**src/logic/mma_pkg.sv**
```systemverilog
// Constants shared by the memory addressing block
// What this block does
// - Program counter is eleven bits wide, covering the whole 2K-word program space.
// - Reset loads the program counter with address zero and fetching starts there.
// - A software interrupt sends execution to program address one.
// - Every accepted hardware interrupt goes to the shared vector at address eight unless a direct counter write comes in the same cycle.
// - Short jumps and calls reach 256 locations; far ones reach any address.
// - Calls and interrupts push the next address; a return pops it into PC unless a direct counter write comes in the same cycle.
// - The return stack holds eight levels of nested calls and interrupts.
// - Addresses 0x00E and 0x00F are fetched like any other program word.
// - Data memory has four banks, picked by status register bits seven and six.
// - Indirect access uses the status bank and pointer register bits six to zero.
// - Direct access uses the status bank and the opcode's seven low bits.
// - Special registers sit at 0x0 to 0x1F of bank zero, reachable normally.
// - Special registers alias to bank zero; RAM exists only in banks zero and one.
// - Alternate page accesses ignore the bank-select bits.
// - Standby wakes on any of the eleven interrupt events.
// - Halt wakes only on watchdog, port change or either external interrupt.
`default_nettype none
package mma_pkg;
  localparam int          PC_W        = 11;
  localparam int          STK_DEPTH   = 8;
  localparam int          DADDR_W     = 9;
  localparam logic [10:0] RESET_VEC   = 11'h000;
  localparam logic [10:0] SWI_VEC     = 11'h001;
  localparam logic [10:0] HWI_VEC     = 11'h008;
  localparam logic [10:0] PC_RSVD_LO  = 11'h7FE;
  localparam int          BANK_HI     = 7;
  localparam int          BANK_LO     = 6;
  localparam logic [6:0]  SFR_LAST    = 7'h1F;
  localparam logic [6:0]  B1_RAM_LAST = 7'h3F;
  localparam logic [6:0]  INDIR_LOC   = 7'h00;
  localparam int          NUM_EVENTS  = 11;
  // Event bit positions
  localparam int EV_T0 = 0;
  localparam int EV_T1 = 1;
  localparam int EV_T2 = 2;
  localparam int EV_T3 = 3;
  localparam int EV_WDT = 4;
  localparam int EV_PORT = 5;
  localparam int EV_EXT0 = 6;
  localparam int EV_EXT1 = 7;
  localparam int EV_LVD = 8;
  localparam int EV_CMP = 9;
  localparam int EV_ADC = 10;
  localparam logic [10:0] HALT_WAKE_MASK = 11'h0F0;

  typedef enum logic [2:0] {
    MMA_NEXT  = 3'b000,
    MMA_SHORT = 3'b001,
    MMA_FAR   = 3'b011,
    MMA_CALLS = 3'b010,
    MMA_CALLF = 3'b110,
    MMA_RET   = 3'b111,
    MMA_SWI   = 3'b101,
    MMA_HWI   = 3'b100
  } mma_op_t;

  typedef enum logic [1:0] {
    MMA_RUN     = 2'b00,
    MMA_STANDBY = 2'b01,
    MMA_HALT    = 2'b11
  } mma_pwr_t;

  typedef enum logic [1:0] {
    MMA_PAGE_R = 2'b00,
    MMA_PAGE_F = 2'b01,
    MMA_PAGE_S = 2'b10
  } mma_page_t;
endpackage : mma_pkg
`default_nettype wire

```
**src/logic/mma_core.sv**
```systemverilog
// Program counter, return stack, data address and wake logic
`default_nettype none
module mma_core
  import mma_pkg::*;
#(
  parameter int PCW   = PC_W,
  parameter int DEPTH = STK_DEPTH
) (
  // Clock and reset
  input  wire logic             clk_i,
  input  wire logic             rst_i,
  input  wire logic             ce_i,
  // Program flow request from the core
  input  wire mma_op_t          op_i,
  input  wire logic [PCW-1:0]   target_i,
  input  wire logic [PCW-1:0]   pc_load_i,
  input  wire logic             pc_load_en_i,
  // Data addressing
  input  wire mma_page_t        page_i,
  input  wire logic [7:0]       status_i,
  input  wire logic [7:0]       indirect_pointer_reg_i,
  input  wire logic [6:0]       opcode_loc_i,
  // Power state and wake events
  input  wire mma_pwr_t         pwr_i,
  input  wire logic [10:0]      events_i,
  // Outputs
  output logic [PCW-1:0]        pc_o,
  output logic [DADDR_W-1:0]    data_addr_o,
  output logic                  is_sfr_o,
  output logic                  ram_present_o,
  output logic                  rsvd_fetch_o,
  output logic                  wake_o
);
  // Pointer width; the wrap below relies on DEPTH being a power of two
  localparam int SPW = $clog2(DEPTH);

  // Program counter and stack pointer
  logic [PCW-1:0] pc;
  logic [PCW-1:0] next_pc;
  logic [SPW-1:0] sp;
  logic [SPW-1:0] next_sp;

  // Return addresses, one word per nesting level
  logic [PCW-1:0] stack      [DEPTH];
  logic [PCW-1:0] next_stack [DEPTH];

  // Decoded program flow request
  logic           push;
  logic           pop;
  logic [PCW-1:0] seq_pc;
  logic [PCW-1:0] page_pc;
  logic [PCW-1:0] flow_pc;
  logic [PCW-1:0] top;
  logic [SPW-1:0] top_idx;

  // Data addressing
  logic [1:0]         bank;
  logic [6:0]         loc;
  logic [1:0]         phys_bank;
  logic               indirect;
  logic               alt_page;
  logic               special_function_regs;
  logic               ram;
  logic [DADDR_W-1:0] next_data_addr;
  logic               next_is_sfr;
  logic               next_ram_present;

  // Wake decision
  logic [10:0] armed_events;
  logic        next_wake;

  // Address of the following instruction, wraps at the top of program space
  assign seq_pc  = pc + PCW'(1);
  // Short targets stay inside the current 256-word page
  assign page_pc = {pc[PCW-1:8], target_i[7:0]};
  // Newest entry sits one below the write pointer
  assign top_idx = sp - SPW'(1);
  assign top     = stack[top_idx];

  always_comb begin
    flow_pc = seq_pc;
    push    = 1'b0;
    pop     = 1'b0;
    case (op_i)
      MMA_NEXT: begin
        flow_pc = seq_pc;
      end
      MMA_SHORT: begin
        flow_pc = page_pc;
      end
      MMA_FAR: begin
        flow_pc = target_i;
      end
      MMA_CALLS: begin
        flow_pc = page_pc;
        push    = 1'b1;
      end
      MMA_CALLF: begin
        flow_pc = target_i;
        push    = 1'b1;
      end
      MMA_RET: begin
        flow_pc = top;
        pop     = 1'b1;
      end
      MMA_SWI: begin
        flow_pc = SWI_VEC[PCW-1:0];
        push    = 1'b1;
      end
      MMA_HWI: begin
        flow_pc = HWI_VEC[PCW-1:0];
        push    = 1'b1;
      end
      default: begin
        flow_pc = seq_pc;
      end
    endcase
  end

  always_comb begin
    next_pc    = flow_pc;
    next_sp    = sp;
    next_stack = stack;
    // A direct counter write replaces the target; the stack still moves
    if (pc_load_en_i) begin
      next_pc = pc_load_i;
    end
    if (push) begin
      next_stack[sp] = seq_pc;
      // No overflow flag: a ninth push overwrites the oldest entry
      next_sp = sp + SPW'(1);
    end else if (pop) begin
      next_sp = top_idx;
    end
  end

  always_ff @(posedge clk_i or posedge rst_i) begin
    if (rst_i) begin
      pc <= RESET_VEC[PCW-1:0];
      sp <= '0;
    end else if (ce_i) begin
      pc <= next_pc;
      sp <= next_sp;
    end
  end

  // Stack words carry no reset; a pop of an empty stack returns stale data
  always_ff @(posedge clk_i) begin
    if (ce_i) begin
      stack <= next_stack;
    end
  end

  assign pc_o         = pc;
  assign rsvd_fetch_o = (pc >= PC_RSVD_LO[PCW-1:0]);

  always_comb begin
    alt_page = (page_i != MMA_PAGE_R);
    indirect = !alt_page && (opcode_loc_i == INDIR_LOC);
    bank     = status_i[BANK_HI:BANK_LO];
    loc      = opcode_loc_i;
    if (indirect) begin
      loc = indirect_pointer_reg_i[6:0];
    end
    if (alt_page) begin
      bank = 2'h0;
    end
    // Special registers exist once, in bank zero
    special_function_regs       = (loc <= SFR_LAST);
    ram       = !alt_page && !special_function_regs;
    phys_bank = 2'h0;
    // Banks one and three share the bank one RAM below 0x40
    if (ram && bank[0] && loc <= B1_RAM_LAST) begin
      phys_bank = 2'h1;
    end
    next_data_addr   = {phys_bank, loc};
    next_is_sfr      = special_function_regs;
    next_ram_present = ram;
  end

  always_comb begin
    armed_events = '0;
    case (pwr_i)
      MMA_STANDBY: begin
        armed_events = events_i;
      end
      MMA_HALT: begin
        armed_events = events_i & HALT_WAKE_MASK;
      end
      default: begin
        armed_events = '0;
      end
    endcase
    // Level only: the event source must hold its request until serviced
    next_wake = |armed_events;
  end

  // Registered address and wake for the data path
  always_ff @(posedge clk_i or posedge rst_i) begin
    if (rst_i) begin
      data_addr_o   <= '0;
      is_sfr_o      <= 1'b0;
      ram_present_o <= 1'b0;
      wake_o        <= 1'b0;
    end else if (ce_i) begin
      data_addr_o   <= next_data_addr;
      is_sfr_o      <= next_is_sfr;
      ram_present_o <= next_ram_present;
      wake_o        <= next_wake;
    end
  end
endmodule : mma_core
`default_nettype wire

```
**config.mk**
```make
export PLATFORM = sky130hd
export DESIGN_NAME = mma_core
export DESIGN_NICKNAME = d
export VERILOG_FILES = /design/src/logic/mma_pkg.sv /design/src/logic/mma_core.sv
export SDC_FILE = /design/constraint.sdc
export NUM_CORES = 1
export LEC_CHECK = 0
export ABC_CLOCK_PERIOD_IN_PS = 2630
export BUFFER_PORTS_ARGS = -buffer_cell sky130_fd_sc_hd__buf_2
export CORE_MARGIN = 1
export CORE_UTILIZATION = 30
export DETAILED_ROUTE_END_ITERATION = 8
export PLACE_DENSITY_LB_ADDON = 0.08
export SLEW_MARGIN = 0
export SYNTH_ARGS = -nofsm -noshare
export SYNTH_HDL_FRONTEND = slang
export SYNTH_SLANG_ARGS = --single-unit
```
**constraint.sdc**
```tcl
create_clock -name clk_i -period 2.63 [get_ports clk_i]
set_input_delay 0.1315 -clock clk_i [delete_from_list [all_inputs] [get_ports clk_i]]
set_output_delay 0.1315 -clock clk_i [all_outputs]
set_load 0.05 [all_outputs]
```
==> out/results.txt <==
Largest net degree at the start of global routing = 26
CTS buffer count = 17
DIE AREA = 0.0181 sq mm
Avg Cell Area, Syn = 14.2 sq um
Sequential share of the synthesized area = 62.0%
Synth cell count leaders = 88 x edfxtp_1, 27 x a21oi_1, 25 x dfrtp_1
Share of cells above drive strength 1 = 32.2%
Kind of critical path = reg -> out
Overall Global Routing Usage = 17.6%
Fin crit share = 87.9%
Slew Limit Fails = 0
Cell variety after synth = 55
Worst path bufs/invs = 2
Routed WL = 15100 microns
Routed wire per std cell = 20.9 microns
Routed length on met3 = 832 microns
TritonCTS clock tree = yes
#FFs+latches synth = 113
Top_reg_cell synth = edfxtp_1
Synth area leaders = edfxtp_1 50%, dfrtp_1 12%, mux4_1 6.0%, mux4_2 4.3%, a21oi_1 2.6%
Combinational share of power = 31.9%
I/O pin count = 91
Switching share of power = 31.7%
Clock network fraction of total power = 32.2%
Min-delay worst type = in -> reg
Startpoint Class = flop
DR pass1 iterations = 4
Worst EP arrival = 2180 ps
Crit-path cells = inv_1 > ha_1 > o2111ai_1 > nor3_1 > buf_2
Via count = 3638
Post-route ant nets = 0
Vias in the first global route = 3614
Post-route setup slack = 318 ps
First-pass GRT wire length = 22300 microns
CP top delay family = buffers and inverters
Max cap viols = 0
Clock Latency Late Sink = 420 ps
Site row count = 48
CP max stage cell = dfrtp_1
RSZ-0062 raised after global routing = false
Setup tns final = 0 ps
Warnings, synthesis = 0
CTS resizes = 0
Sequential power share = 35.8%
Synth async-reset ratio = 22.1%
Initial cell density of the core = 30.6%
Die height = 135 microns
Endpoints failing setup = 0
Status = completed
Root Driver = clkbuf_16
Initial antenna violation count = 0
Worst-Margin Slew = 726 ps
R2R setup slack = 370 ps
Worst VDD drop = 450 uV
Synth-to-layout area growth = 26.4%
Leak = 0.00251 uW
Crit path time final = 2310 ps
Vias per Instance = 5.04
Routed wl met2 = 7070 microns
Longest Clk Path Bufs = 2
Syn Inst Count = 371
Worst slew margin = 51.3%
Worst Setup End Kind = output port
Clk pin slew, worst setup/hold paths = 50 ps
Largest stage delay, worst path = 460 ps
Count leader, synth = edfxtp_1
Number of setup buffers added after CTS = 0
Yosys top cell area share = 50.1%
Total net switching power = 2030 uW
P per Cell Area = 963 mW/mm^2
Area leader, netlist = edfxtp_1
Core ar. = 0.0172 sq mm
Internal = 4380 uW
Place WS = 358 ps
Inserted Diodes = 0
Met1 WL = 6850 microns
DR top layer = met4
EDFF count, synth = 88
Final Skew = 18.0 ps
Final hold vios = 0
HPWL after DPL = 10800 microns
Mapped Nets = 442
H-tree depth = 4
Drt first-iter violations = 212
Gp weighted congestion = 0.798
Post-route DRC = 0
Required time worst endpoint = 2500 ps
Mapped cell area = 0.00527 sq mm
Sink Count = 113
Grt total ovfl = 0
Largest fanout on the critical path = 10
Die extent in x = 135 microns
Max Fclk = 433 MHz
Nets@finish = 555
PortBufs = 81
-- placed cells by master (no fill, tap or decap), types with 3 or more instances in the layout --
cell | Yosys | layout
nor2b_1 | 3 | 3
mux2_2 | 8 | 8
nand2_1 | 17 | 17
clkbuf_16 | 0 | 17
dlygate4sd3_1 | 0 | 11
mux4_2 | 10 | 10
inv_1 | 13 | 13
edfxtp_1 | 88 | 88
nand2b_1 | 3 | 3
nor4_1 | 4 | 4
nand3_1 | 11 | 11
and3_1 | 4 | 4
a31oi_1 | 5 | 5
o31ai_1 | 5 | 5
dfrtp_1 | 25 | 25
nor2_1 | 19 | 19
o21ai_0 | 10 | 10
nor3_1 | 13 | 11
clkinv_2 | 0 | 4
o211ai_1 | 3 | 3
buf_4 | 4 | 25
buf_2 | 5 | 81
a22oi_1 | 6 | 6
mux4_1 | 12 | 12
o22ai_1 | 6 | 6
clkbuf_1 | 7 | 7
a221oi_1 | 3 | 3
ha_1 | 4 | 4
xor2_1 | 4 | 4
xnor2_1 | 7 | 7
o31a_1 | 4 | 4
a21oi_1 | 27 | 27
or2_2 | 6 | 6
-- power groups by stage --
stage / clock [uW] / sequential (uW) / combinational [uW]
6_report: 2070 / 2300 / 2050
5_1_grt: 2190 / 2320 / 2210
4_1_cts: 2110 / 2300 / 2090
3_5_place_dp: 0 / 2330 / 2070
3_3_place_gp: 0 / 2330 / 2060
2_1_floorplan: 0 / 2420 / 1350
-- stage by stage --
stage                     util (%)  std cells  power (uW)  hold WS [ps]  instance area (sq um)
after detailed placement      35.0        679        4400           224                   6020
after floorplan                  -        371        3780           159                   5270
after global routing          38.6        722        6720          16.7                   6660
after global placement        35.0        679        4390           223                   6020
after CTS                     38.6        722        6500          5.41                   6660
final                         38.6        722        6410          14.4                   6660
-- area by class of cell --
| class | count | area [sq um] |
|---|---|---|
| fillers | 1648 | 10600 |
| flip-flops and latches | 113 | 3270 |
| multi-input cells | 221 | 1810 |
| repair buffers | 118 | 723 |
| clock buffers | 25 | 465 |
| well taps | 225 | 282 |
| clock inverters | 7 | 61.3 |
| inverters | 13 | 48.8 |
-- kinds of logic (layout without fill, tap and decap cells) --
| family | after synthesis | after routing | synth area share [%] |
|---|---|---|---|
| adder cells (fa/ha/maj) | 4 | 4 | 0.950 |
| AO/OA/AOI/OAI | 86 | 86 | 10.7 |
| other | 1 | 1 | 0.0712 |
| multiplexers | 31 | 31 | 12.2 |
| flip-flops | 113 | 113 | 62.0 |
| buffers and inverters | 37 | 163 | 3.77 |
| XOR/XNOR | 11 | 11 | 1.83 |
| AND/OR/NAND/NOR | 88 | 88 | 8.50 |
-- registers in the layout, summed over array words and instances, names as in the netlist --
name	cells
wake_o	1
ram_present_o	1
sp	3
pc_o	11
is_sfr_o	1
stack	88
data_addr_o	8
-- path summary, 6_finish.rpt --
kind / from / endpoint / cells after the start
max: pc_o[0]$_DFFE_PP0P_ / rsvd_fetch_o / 5
min: opcode_loc_i[4] / data_addr_o[4]$_DFFE_PP0P_ / 3
max reg2reg: sp[1]$_DFFE_PP0P_ / pc_o[7]$_DFFE_PP0P_ / 7
min reg2reg: data_addr_o[7]$_DFFE_PP0P_ / data_addr_o[7]$_DFFE_PP0P_ / 1
max in group asynchronous: rst_i / pc_o[10]$_DFFE_PP0P_ / 4
min in group asynchronous: rst_i / sp[0]$_DFFE_PP0P_ / 4
-- worst min-delay path, delay by kind of cell --
| kind | cells | cell delay (ps) |
|---|---|---|
| buf+inv | 1 | 90 |
| compound gates | 2 | 160 |
-- per-layer routing --
| layer | up-vias | global-route usage, % |
|---|---|---|
| li1 | 1694 | - |
| met1 | 1794 | 23.2 |
| met2 | 134 | 27.5 |
| met3 | 16 | 4.54 |
| met4 | 0 | 7.30 |
| met5 | - | 0 |
-- repair_timing --
| action | 4_1_cts | 5_1_grt |
|---|---|---|
| setup endpoints to repair | 0 | 0 |
| hold buffers | 11 | 0 |
| hold endpoints to repair | 35 | 0 |
No activity file was read; power rests on OpenSTA's default activity.
